### src/logic/scm_pkg.sv
// Constants, register map and types of the switching clock manager
//
// Operation
// - All control logic and timers run from the one low-power control clock.
// - Oscillator code tunes the 20 MHz clock within plus or minus 20 percent.
// - Multi-step code changes walk every step in order, 5.2 us apart.
// - Reaching the programmed code sets the tune-done flag and interrupt unless masked.
// - Internal source: switching clock is the oscillator divided by 8.
// - Codes 0-4 give 20-24 MHz, 9-12 give 16-19 MHz; others unused; power-up from NVM.
// - No manual tuning steps while spreading or external synchronization is active.
// - Spread enable bit turns modulation on or off; power-up value from NVM.
// - Spread width bit picks plus/minus 5 or 10 percent; default from NVM.
// - Spreading on the internal source modulates at 24 kHz.
// - External sync enabled forces spreading off regardless of spread enable.
// - NVM sync enable 0: PLL off, internal source always.
// - NVM sync enable 1: PLL always on, sourced internally or externally.
// - Window bit accepts 2000-3000 kHz when 0, 333-500 kHz when 1.
// - Absent or out-of-window external clock: fall back internal, set fault flag.
// - Fault status is 1 while external frequency invalid, 0 while valid.
// - Return to external only after fault flag cleared and frequency valid.
// - Clock output pin low when disabled, else toggles at switching frequency.
package scm_pkg;

    // ------------------------------------------------------------
    // Register map (word addresses)
    // ------------------------------------------------------------
    localparam logic [3:0] ADDR_TUNE   = 4'h0;
    localparam logic [3:0] ADDR_CFG    = 4'h1;
    localparam logic [3:0] ADDR_FLAGS  = 4'h2;
    localparam logic [3:0] ADDR_MASK   = 4'h3;
    localparam logic [3:0] ADDR_STATUS = 4'h4;

    // CFG bit positions
    localparam int CFG_SPREAD_EN  = 0;
    localparam int CFG_SPREAD_WID = 1;
    localparam int CFG_SYNC_EN    = 2;
    localparam int CFG_WINDOW     = 3;
    localparam int CFG_OUT_EN     = 4;
    // FLAGS and MASK bit positions
    localparam int FLG_TUNE_DONE  = 0;
    localparam int FLG_EXT_FAULT  = 1;
    // STATUS bit positions
    localparam int ST_FAULT       = 0;
    localparam int ST_EXT_SEL     = 1;
    localparam int ST_BUSY        = 2;
    localparam int ST_CODE_LSB    = 4;

    localparam logic [1:0] MASK_RESET = 2'h0;

    // ------------------------------------------------------------
    // Timing
    // ------------------------------------------------------------
    localparam int CLK_PERIOD_PS  = 25000;
    localparam int STEP_TIME_PS   = 5200000;
    localparam int STEP_CYC       = STEP_TIME_PS / CLK_PERIOD_PS;
    localparam int SPREAD_HALF_PS = 20833333;
    localparam int SPREAD_HALF_CYC = SPREAD_HALF_PS / CLK_PERIOD_PS;
    // Accepted external periods: least rounds up, longest rounds down
    localparam int WIN0_MIN_PS    = 333333;
    localparam int WIN0_MAX_PS    = 500000;
    localparam int WIN1_MIN_PS    = 2000000;
    localparam int WIN1_MAX_PS    = 3003003;
    localparam int WIN0_MIN_CYC   = (WIN0_MIN_PS + CLK_PERIOD_PS - 1) / CLK_PERIOD_PS;
    localparam int WIN0_MAX_CYC   = WIN0_MAX_PS / CLK_PERIOD_PS;
    localparam int WIN1_MIN_CYC   = (WIN1_MIN_PS + CLK_PERIOD_PS - 1) / CLK_PERIOD_PS;
    localparam int WIN1_MAX_CYC   = WIN1_MAX_PS / CLK_PERIOD_PS;
    localparam int DIV_HALF       = 4;

    // ------------------------------------------------------------
    // Tuning code decode
    // ------------------------------------------------------------
    localparam logic [3:0] IDX_MAX  = 4'h8;
    localparam logic [3:0] IDX_20M  = 4'h4;

    typedef struct packed {
        logic out_en;
        logic window;
        logic sync_en;
        logic spread_wid;
        logic spread_en;
    } scm_cfg_t;

    // Frequency order index 0..8 = 16..24 MHz; 4'hf marks an unused code
    function automatic logic [3:0] scm_code2idx(input logic [3:0] code);
        logic [3:0] idx;
        idx = 4'hf;
        if (code <= 4'h4) begin
            idx = code + 4'h4;
        end else if (code >= 4'h9 && code <= 4'hc) begin
            idx = code - 4'h9;
        end
        return idx;
    endfunction : scm_code2idx

    function automatic logic [3:0] scm_idx2code(input logic [3:0] idx);
        return (idx >= IDX_20M) ? idx - 4'h4 : idx + 4'h9;
    endfunction : scm_idx2code

endpackage : scm_pkg

### src/logic/scm_top.sv
// Switching clock manager: tuning walk, divider, spreading, external sync supervision
//
// The strobed register port and the address map were left to the implementer.
module scm_top
    import scm_pkg::*;
(
    input  wire logic       ref_clk,
    input  wire logic       nrst,
    input  wire logic       ce,
    input  wire logic [3:0] addr,
    input  wire logic [7:0] wdata,
    input  wire logic       wr,
    input  wire logic       rd,
    output logic      [7:0] rdata,
    input  wire logic [3:0] nvm_osc_tune_code,
    input  wire logic       nvm_spread_enable,
    input  wire logic       nvm_spread_width_sel,
    input  wire logic       nvm_ext_sync_enable,
    input  wire logic       nvm_ext_freq_window_sel,
    input  wire logic       nvm_switch_clock_out_enable,
    input  wire logic       hf_osc_in,
    input  wire logic       ext_clock_in_pin,
    output logic      [3:0] osc_tune_code,
    output logic            spread_on,
    output logic            spread_width_sel,
    output logic            spread_mod_up,
    output logic            pll_enable,
    output logic            pll_src_ext,
    output logic            buck_clock,
    output logic            switch_clock_out_pin,
    output logic            irq_out_n
);

    // ------------------------------------------------------------
    // State
    // ------------------------------------------------------------
    scm_cfg_t    cfg;
    logic [3:0]  target_idx;
    logic [3:0]  cur_idx;
    logic [7:0]  step_cnt;
    logic [1:0]  flags;
    logic [1:0]  mask;
    logic        nvm_sync_lat;
    logic        ext_q;
    logic        ext_q2;
    logic [7:0]  per_cnt;
    logic        ext_valid;
    logic        ext_selected;
    logic        hf_q;
    logic [2:0]  div_cnt;
    logic        int_clk;
    logic [10:0] mod_cnt;
    logic [3:0]  wr_idx;
    logic        tune_hold;
    logic        step_now;
    logic [7:0]  win_min;
    logic [7:0]  win_max;

    assign wr_idx    = scm_code2idx(wdata[3:0]);
    assign tune_hold = spread_on | ext_selected;
    assign step_now  = (cur_idx != target_idx) && (step_cnt == 8'h00) && !tune_hold;
    assign win_min   = cfg.window ? 8'(WIN1_MIN_CYC) : 8'(WIN0_MIN_CYC);
    assign win_max   = cfg.window ? 8'(WIN1_MAX_CYC) : 8'(WIN0_MAX_CYC);

    // ------------------------------------------------------------
    // Configuration registers
    // ------------------------------------------------------------
    always_ff @(posedge ref_clk) begin
        if (!nrst) begin
            cfg.spread_en  <= nvm_spread_enable;
            cfg.spread_wid <= nvm_spread_width_sel;
            cfg.sync_en    <= nvm_ext_sync_enable;
            cfg.window     <= nvm_ext_freq_window_sel;
            cfg.out_en     <= nvm_switch_clock_out_enable;
            nvm_sync_lat   <= nvm_ext_sync_enable;
            mask           <= MASK_RESET;
        end else if (ce) begin
            if (wr && addr == ADDR_CFG) begin
                cfg <= scm_cfg_t'(wdata[4:0]);
            end
            if (wr && addr == ADDR_MASK) begin
                mask <= wdata[1:0];
            end
        end
    end

    // ------------------------------------------------------------
    // Tuning walk
    // ------------------------------------------------------------
    always_ff @(posedge ref_clk) begin
        if (!nrst) begin
            target_idx <= (scm_code2idx(nvm_osc_tune_code) == 4'hf) ? IDX_20M
                                                                   : scm_code2idx(nvm_osc_tune_code);
            cur_idx    <= (scm_code2idx(nvm_osc_tune_code) == 4'hf) ? IDX_20M
                                                                   : scm_code2idx(nvm_osc_tune_code);
            step_cnt   <= 8'h00;
        end else if (ce) begin
            if (wr && addr == ADDR_TUNE && wr_idx <= IDX_MAX) begin
                target_idx <= wr_idx;
            end
            if (step_now) begin
                cur_idx  <= (target_idx > cur_idx) ? cur_idx + 4'h1 : cur_idx - 4'h1;
                step_cnt <= 8'(STEP_CYC - 1);
            end else if (step_cnt != 8'h00) begin
                step_cnt <= step_cnt - 8'h01;
            end
        end
    end

    always_ff @(posedge ref_clk) begin
        if (!nrst) begin
            osc_tune_code <= 4'h0;
        end else if (ce) begin
            osc_tune_code <= scm_idx2code(cur_idx);
        end
    end

    // ------------------------------------------------------------
    // External clock supervision
    // ------------------------------------------------------------
    always_ff @(posedge ref_clk) begin
        if (!nrst) begin
            ext_q     <= 1'b0;
            ext_q2    <= 1'b0;
            per_cnt   <= 8'h00;
            ext_valid <= 1'b0;
        end else if (ce) begin
            ext_q  <= ext_clock_in_pin;
            ext_q2 <= ext_q;
            if (ext_q && !ext_q2) begin
                ext_valid <= (per_cnt >= win_min) && (per_cnt <= win_max);
                per_cnt   <= 8'h01;
            end else if (per_cnt > win_max) begin
                ext_valid <= 1'b0;
            end else begin
                per_cnt <= per_cnt + 8'h01;
            end
        end
    end

    always_ff @(posedge ref_clk) begin
        if (!nrst) begin
            ext_selected <= 1'b0;
        end else if (ce) begin
            if (!nvm_sync_lat || !cfg.sync_en || !ext_valid) begin
                ext_selected <= 1'b0;
            end else if (!flags[FLG_EXT_FAULT]) begin
                ext_selected <= 1'b1;
            end
        end
    end

    // ------------------------------------------------------------
    // Flags: hardware set wins over a write-one clear
    // ------------------------------------------------------------
    always_ff @(posedge ref_clk) begin
        if (!nrst) begin
            flags <= 2'h0;
        end else if (ce) begin
            for (int i = 0; i < 2; i++) begin
                if (wr && addr == ADDR_FLAGS && wdata[i]) begin
                    flags[i] <= 1'b0;
                end
            end
            if (step_now && ((target_idx > cur_idx ? cur_idx + 4'h1 : cur_idx - 4'h1) == target_idx)) begin
                flags[FLG_TUNE_DONE] <= 1'b1;
            end
            if (nvm_sync_lat && cfg.sync_en && !ext_valid) begin
                flags[FLG_EXT_FAULT] <= 1'b1;
            end
        end
    end

    always_ff @(posedge ref_clk) begin
        if (!nrst) begin
            irq_out_n <= 1'b1;
        end else if (ce) begin
            irq_out_n <= ~|(flags & ~mask);
        end
    end

    // ------------------------------------------------------------
    // Divider, spreading, PLL control, clock output
    // ------------------------------------------------------------
    always_ff @(posedge ref_clk) begin
        if (!nrst) begin
            hf_q    <= 1'b0;
            div_cnt <= 3'h0;
            int_clk <= 1'b0;
        end else if (ce) begin
            hf_q <= hf_osc_in;
            if (hf_osc_in && !hf_q) begin
                div_cnt <= div_cnt + 3'h1;
                if (div_cnt == 3'(DIV_HALF - 1) || div_cnt == 3'(2 * DIV_HALF - 1)) begin
                    int_clk <= ~int_clk;
                end
            end
        end
    end

    always_ff @(posedge ref_clk) begin
        if (!nrst) begin
            mod_cnt       <= 11'h000;
            spread_mod_up <= 1'b0;
        end else if (ce) begin
            if (!spread_on) begin
                mod_cnt       <= 11'h000;
                spread_mod_up <= 1'b0;
            end else if (mod_cnt == 11'(SPREAD_HALF_CYC - 1)) begin
                mod_cnt       <= 11'h000;
                spread_mod_up <= ~spread_mod_up;
            end else begin
                mod_cnt <= mod_cnt + 11'h001;
            end
        end
    end

    always_ff @(posedge ref_clk) begin
        if (!nrst) begin
            spread_on            <= 1'b0;
            spread_width_sel     <= 1'b0;
            pll_enable           <= 1'b0;
            pll_src_ext          <= 1'b0;
            buck_clock           <= 1'b0;
            switch_clock_out_pin <= 1'b0;
        end else if (ce) begin
            spread_on            <= cfg.spread_en && !cfg.sync_en && !ext_selected;
            spread_width_sel     <= cfg.spread_wid;
            pll_enable           <= nvm_sync_lat;
            pll_src_ext          <= ext_selected;
            buck_clock           <= ext_selected ? ext_q2 : int_clk;
            switch_clock_out_pin <= cfg.out_en && (ext_selected ? ext_q2 : int_clk);
        end
    end

    // ------------------------------------------------------------
    // Register read
    // ------------------------------------------------------------
    always_ff @(posedge ref_clk) begin
        if (!nrst) begin
            rdata <= 8'h00;
        end else if (ce) begin
            if (rd) begin
                case (addr)
                    ADDR_TUNE:   rdata <= {4'h0, scm_idx2code(target_idx)};
                    ADDR_CFG:    rdata <= {3'h0, cfg};
                    ADDR_FLAGS:  rdata <= {6'h00, flags};
                    ADDR_MASK:   rdata <= {6'h00, mask};
                    ADDR_STATUS: rdata <= {scm_idx2code(cur_idx), 1'b0, cur_idx != target_idx,
                                           ext_selected, !ext_valid};
                    default:     rdata <= 8'h00;
                endcase
            end else begin
                rdata <= 8'h00;
            end
        end
    end

    // ------------------------------------------------------------
    // Checks
    // ------------------------------------------------------------
    logic [8:0] since_step;

    always_ff @(posedge ref_clk) begin
        if (!nrst) begin
            since_step <= 9'h1ff;
        end else if (ce) begin
            if (step_now) begin
                since_step <= 9'h000;
            end else if (since_step != 9'h1ff) begin
                since_step <= since_step + 9'h001;
            end
        end
    end

    chk_step_spacing: assert property (@(posedge ref_clk) disable iff (!nrst)
        step_now |-> since_step >= 9'(STEP_CYC - 1))
        else $error("tuning steps closer than the step time");

    chk_step_unit: assert property (@(posedge ref_clk) disable iff (!nrst)
        $changed(cur_idx) |-> (cur_idx == $past(cur_idx) + 4'h1) || (cur_idx == $past(cur_idx) - 4'h1))
        else $error("tuning skipped a step");

    chk_tune_hold: assert property (@(posedge ref_clk) disable iff (!nrst)
        tune_hold |=> $stable(cur_idx))
        else $error("tuning moved while spreading or synchronized");

    chk_done_flag: assert property (@(posedge ref_clk) disable iff (!nrst)
        ce && $changed(cur_idx) && cur_idx == target_idx ##0 ce [*2] |-> ##1 !irq_out_n || mask[FLG_TUNE_DONE])
        else $error("tune done did not reach the interrupt");

    chk_spread_off: assert property (@(posedge ref_clk) disable iff (!nrst)
        ce && cfg.sync_en |=> !spread_on)
        else $error("spreading active with synchronization enabled");

    chk_pll_off: assert property (@(posedge ref_clk) disable iff (!nrst)
        !nvm_sync_lat |-> !ext_selected ##1 !pll_src_ext)
        else $error("external source used without sync capability");

    chk_fallback: assert property (@(posedge ref_clk) disable iff (!nrst)
        ce && ext_selected && !ext_valid |=> !ext_selected && flags[FLG_EXT_FAULT])
        else $error("no fallback on invalid external clock");

    chk_return: assert property (@(posedge ref_clk) disable iff (!nrst)
        $rose(ext_selected) |-> $past(ext_valid) && !$past(flags[FLG_EXT_FAULT]))
        else $error("returned to external clock too early");

    chk_out_off: assert property (@(posedge ref_clk) disable iff (!nrst)
        ce && !cfg.out_en |=> !switch_clock_out_pin)
        else $error("clock output toggles while disabled");

endmodule : scm_top

### config.mk
export PLATFORM = sky130hd
export DESIGN_NAME = scm_top
export DESIGN_NICKNAME = d
export VERILOG_FILES = /design/src/logic/scm_pkg.sv /design/src/logic/scm_top.sv
export SDC_FILE = /design/constraint.sdc
export NUM_CORES = 1
export LEC_CHECK = 0
export ABC_AREA = 1
export BUFFER_PORTS_ARGS = -buffer_cell sky130_fd_sc_hd__buf_2
export CAP_MARGIN = 20
export CORE_ASPECT_RATIO = 0.6
export CORE_MARGIN = 1.5
export CORE_UTILIZATION = 45
export CTS_CLUSTER_SIZE = 28
export DETAILED_ROUTE_END_ITERATION = 8
export PLACE_DENSITY = 0.68
export SLEW_MARGIN = 25
export SYNTH_ARGS = -nofsm -noshare
export SYNTH_HDL_FRONTEND = slang
export SYNTH_SLANG_ARGS = --single-unit
### constraint.sdc
create_clock -name ref_clk -period 3.9 [get_ports ref_clk]
set_input_delay 0.195 -clock ref_clk [delete_from_list [all_inputs] [get_ports ref_clk]]
set_output_delay 0.195 -clock ref_clk [all_outputs]
set_load 0.01 [all_outputs]
== Word-level counts from Yosys, hierarchy flattened ==
Cells that the tools add are included.
W data, S select, Z words.

* Register bits: 74
* Latch bits: 0
* RAM bits: 0
* Memory bits (read-only): 0
* Input bits: 28
* Output and inout bits: 20
* Logic and storage cells: 171
* Memories: 0

* Add/subtract/negate cells: 14
* Multipliers: 0
* Divide/modulo/power cells: 0
* Magnitude comparators: 13
* Equal/unequal tests: 17
* Shifts and indexed selects: 0
* Muxes and demuxes: 39
* Bitwise logic cells: 5
* Reduce and logical (&&, ||, !) cells: 52

{| class="wikitable"
|+ Operators by type and width
! cell !! count
|-
| $mux W4 || 15
|-
| $mux W8 || 5
|-
| $pmux W8 S5 || 1
|-
| $reduce_and A2 Y1 || 12
|-
| $mux W11 || 2
|-
| $logic_and A1 B1 Y1 || 20
|-
| $mux W5 || 3
|-
| $mux W7 || 2
|-
| $le A4 B4 Y1 const B || 3
|-
| $ne A2 B1 Y1 const B || 6
|-
| $add A11 B1 Y11 const B || 1
|-
| $eq A11 B10 Y1 const B || 1
|-
| $mux W1 || 11
|-
| $add A4 B3 Y4 const B || 2
|-
| $add A4 B4 Y4 const B || 2
|-
| $add A8 B1 Y8 const B || 1
|-
| $eq A4 B2 Y1 const B || 2
|-
| $ge A4 B3 Y1 const B || 2
|-
| $ge A4 B4 Y1 const B || 2
|-
| $ge A8 B7 Y1 || 1
|-
| $gt A8 B7 Y1 || 1
|-
| $le A4 B3 Y1 const B || 2
|-
| $le A8 B7 Y1 || 1
|-
| $logic_not A1 Y1 || 8
|-
| other kinds (26) || 34
|}

== Longest topological paths before layout ==
* Depth after elaboration: 9
* Gate-level depth with buffers: 19
* Depth with buffers taken out: 19

== Worst setup path before layout ==
Ideal clock, no wire load.

* Kind: register -> register
* From: reg cur_idx[1]
* To: reg cur_idx[3] (data pin)
* Setup time: 255 ps
* Arrival time: 1,894 ps
* Data required time: 3,645 ps
* Slack: 1,751 ps
* Stages on the path, launching flop included: 17
* Path buffers: 0
* Period minus slack after synthesis: 2,149 ps
* Cell sequence: edfxtp_1 inv_1 ha_1 nand2_1 nor2_1 inv_1 nand2_1 ha_1 nand3_1 nand3_1 nand2_1 nand2_1 inv_1 nand2_1 nand2_1 nand2_1 nand2_1

* Longest elaborated chain between the ends: 5
* Elaborated cells on any way between the ends: 7
* Those cells by class: add/sub: 2; order compare: 1; mux: 4

{| class="wikitable"
|+ RTL lines
! item !! RTL line !! text
|-
| start, declared || scm_top.sv:39 || <nowiki>logic [3:0] cur_idx;</nowiki>
|-
| start signal, assigned || scm_top.sv:94 || <nowiki>cur_idx <= (scm_code2idx(nvm_osc_tune_code) == 4'hf) ? IDX_20M</nowiki>
|-
| start signal, assigned || scm_top.sv:102 || <nowiki>cur_idx <= (target_idx > cur_idx) ? cur_idx + 4'h1 : cur_idx - 4'h1;</nowiki>
|-
| $sub A4 B1 Y4, or another cell as far along || scm_top.sv:102 ||
|-
| $mux W4 * || scm_top.sv:102 ||
|-
| $mux W4 * || scm_top.sv:101 || <nowiki>if (step_now) begin</nowiki>
|-
| $mux W4 * || scm_top.sv:97 || <nowiki>end else if (ce) begin</nowiki>
|-
| $mux W4 * || scm_top.sv:91 || <nowiki>if (!nrst) begin</nowiki>
|}

Mark *: on every way between the ends. The rest lies on a longest branch, timed or not. The select of a mux whose other input is x is not followed.
A chain may end at the register's enable or synchronous reset.

== Worst setup path in the final report ==
* From: reg cur_idx[0]
* To: reg cur_idx[3] (data pin)

The elaborated chain is that of the path after synthesis.

==> impl_metrics.tcl <==
set metrics [dict create \
    period_share 0.644 \
    worst_slack_ns 1.39 \
    post_cts_buffers 0 \
    antenna_found_initial 0 \
    port_buffers 44 \
    numCtsBuffers 9 \
    cts_root_buf "clkbuf_16" \
    antenna_left 0 \
    yosysSeqAreaShare 0.362 \
    setup.worst_path.start "cur_idx[0]" \
    nets 728 \
    dpl_worst_slack_ns 1.41 \
    layout_common_cells "nand2_1, inv_1, nor2_1" \
    die_h_um 80.3 \
    dr_total_vias 4181 \
    synth-edff-count 14 \
    top_layer_used "met4" \
    worst_clock_skew_ns 0.00816 \
    antenna_cells 0 \
    tightest_slew_ns 0.856 \
    drive_gt1_frac 0.123 \
    syn_inst 621 \
    io_pins 48 \
    worstSetupEndpointType "flop" \
    critPathKind "flop to flop" \
    rr_endpoint "cur_idx[3]" \
    relSlewSlack 0.429 \
    period_needed_ns 2.51 \
    layout_commonest_cell "nand2_1" \
    ys.flop_type "dfxtp_1" \
    synth_warnings 0 \
    wl_per_cell_um 13.7 \
    setup_violations 0 \
    drv_cap 0 \
    wl_met2_mm 4.35 \
    wl_met1_mm 5.71 \
    grt_max_degree 44 \
    syn_area_per_cell_um2 7.21 \
    core_um2 9430 \
    rrSetupSlack_ns 1.39 \
    max_freq_mhz 398 \
    hold_depth 1 \
    cp.required_ns 4.00 \
    pwr_density_cell_nw_per_um2 483 \
    synth_cell_types 41 \
    synth-seq-cells 74 \
    grt_first_pass_wirelength_mm 18.7 \
    cp.arrival_ns 2.61 \
    min_path_type "primary input to flop" \
    synth_fp_nets 685 \
    drt-initial-drc-count 349 \
    grt_overflow 0 \
    leakagePower_nw 2.27 \
    cts_resized 0 \
    path_clk_slew_ns 0.06 \
    fillers 880 \
    rows 27 \
    grt.total_usage 0.224 \
    dr.pass1.iters 5 \
    grt_pass1_vias 3844 \
    report.final.hold_viol_count 0 \
    cts_tree "done" \
    wirelength_mm 11.0 \
    routed-wl-met3_um 771 \
    syn_to_final_growth_pct 14.2 \
    die_area_um2 10600 \
    holdBufCountCts 0 \
    drv_slew 0 \
    clk_latency_ns 0.34 \
    h-tree-depth 3 \
    cp_max_fo 6 \
    worstSetupStartpointType "flop" \
    viasPerCell 5.23 \
    status "finished, final reports clean" \
    async_reset_ff_frac 0 \
    drc 0 \
    mappedNetlistArea_um2 4480 \
    r2r_cells 14 \
    numClockSinks 74 \
    die_w_um 132 \
    hold_start "nvm_ext_sync_enable" \
    clock_path_buffers 2 \
    ir_drop_mv 0.252 \
    rsz0062_at_grt "no" \
    whs_endpoint "nvm_sync_lat" \
    place_congestion 0.840 \
    start_util 0.475 \
    setup_tns_ns 0 \
    timing.rr.start "cur_idx[0]" \
    dp_hpwl_mm 8.13 \
]
==> cells in the mapped netlist (all sizes together), types with 6 or more instances <==
cell type / n / area (µm²)
edfxtp: 14 / 420
xor2: 14 / 123
buf: 6 / 27.5
nand2: 146 / 561
xnor2: 8 / 70.1
nand4: 7 / 43.8
ha: 35 / 438
nor3: 14 / 81.3
dfxtp: 60 / 1200
nand3: 41 / 215
clkbuf: 10 / 37.5
nor2: 65 / 254
a21oi: 54 / 289
inv: 75 / 282
o21ai: 47 / 243
==> power by group <==
part           total [W]  internal (W)  switching, W  leakage [nW]
clock network   0.000818      0.000511      0.000307         0.144
registers       0.000929      0.000862     0.0000669         0.627
logic           0.000723      0.000263      0.000460          1.50
==> state kept, by name, summed over array words and instances, names as in the netlist, 2 cells and up <==
name           cells
flags              2
per_cnt            8
mask               2
step_cnt           8
div_cnt            3
cfg                5
cur_idx            4
rdata              8
target_idx         4
mod_cnt           11
osc_tune_code      4
==> cell families after synthesis <==
family,after synthesis,share of synthesized area
simple gates,278,0.266
compound gates,119,0.149
fa+ha+maj,36,0.102
xor+xnor,22,0.0430
flops,74,0.362
buf+inv,92,0.0782
==> metrics by stage <==
step	util	cells	power [W]	hold slack [ns]	cell area (µm²)
after CTS	0.543	799	0.00248	0.0481	5120
after global routing	0.543	799	0.00264	0.0504	5120
after detailed placement	0.512	783	0.00166	0.398	4830
after floorplan	-	621	0.00149	0.294	4480
final	0.543	799	0.00247	0.0581	5120
after global placement	0.512	783	0.00163	0.401	4830
==> worst max path at each step <==
| stage | to | slack [ns] | cells past startpoint |
|---|---|---|---|
| floorplan | cur_idx[3] | 1.75 | 16 |
| global placement | cur_idx[3] | 1.46 | 16 |
| detailed placement | cur_idx[3] | 1.41 | 15 |
| CTS | cur_idx[3] | 1.40 | 15 |
| global route | flags[0] | 1.17 | 17 |
| finish | cur_idx[3] | 1.39 | 14 |
==> worst max-delay path, stage by stage (launching register included) <==
cell and delay, ns:
edfxtp_1 0.51, ha_1 0.35, nand2_1 0.05, nor2_1 0.18, inv_1 0.14, nand2_1 0.14
ha_1 0.28, nand3_1 0.12, nand4_1 0.09, nand2_1 0.10, inv_1 0.04, nand2_1 0.07
nand2_1 0.07, nand2_1 0.06, nand2_1 0.05
==> cell type report <==
type / count / area (µm²) / area share
well taps: 130 / 163 / 0.0318
multi-input cells: 455 / 2510 / 0.490
clock inverters: 3 / 40.0 / 0.00782
clock buffers: 13 / 250 / 0.0489
flip-flops and latches: 74 / 1620 / 0.317
inverters: 76 / 285 / 0.0557
repair buffers: 48 / 250 / 0.0489
==> layer usage <==
layer / vias up / GRT usage
met3: 14 / 0.0644
met2: 151 / 0.326
met4: 0 / 0.0611
met1: 1894 / 0.319
met5: - / 0
li1: 2122 / -
Power figures use the tool's default switching activity.
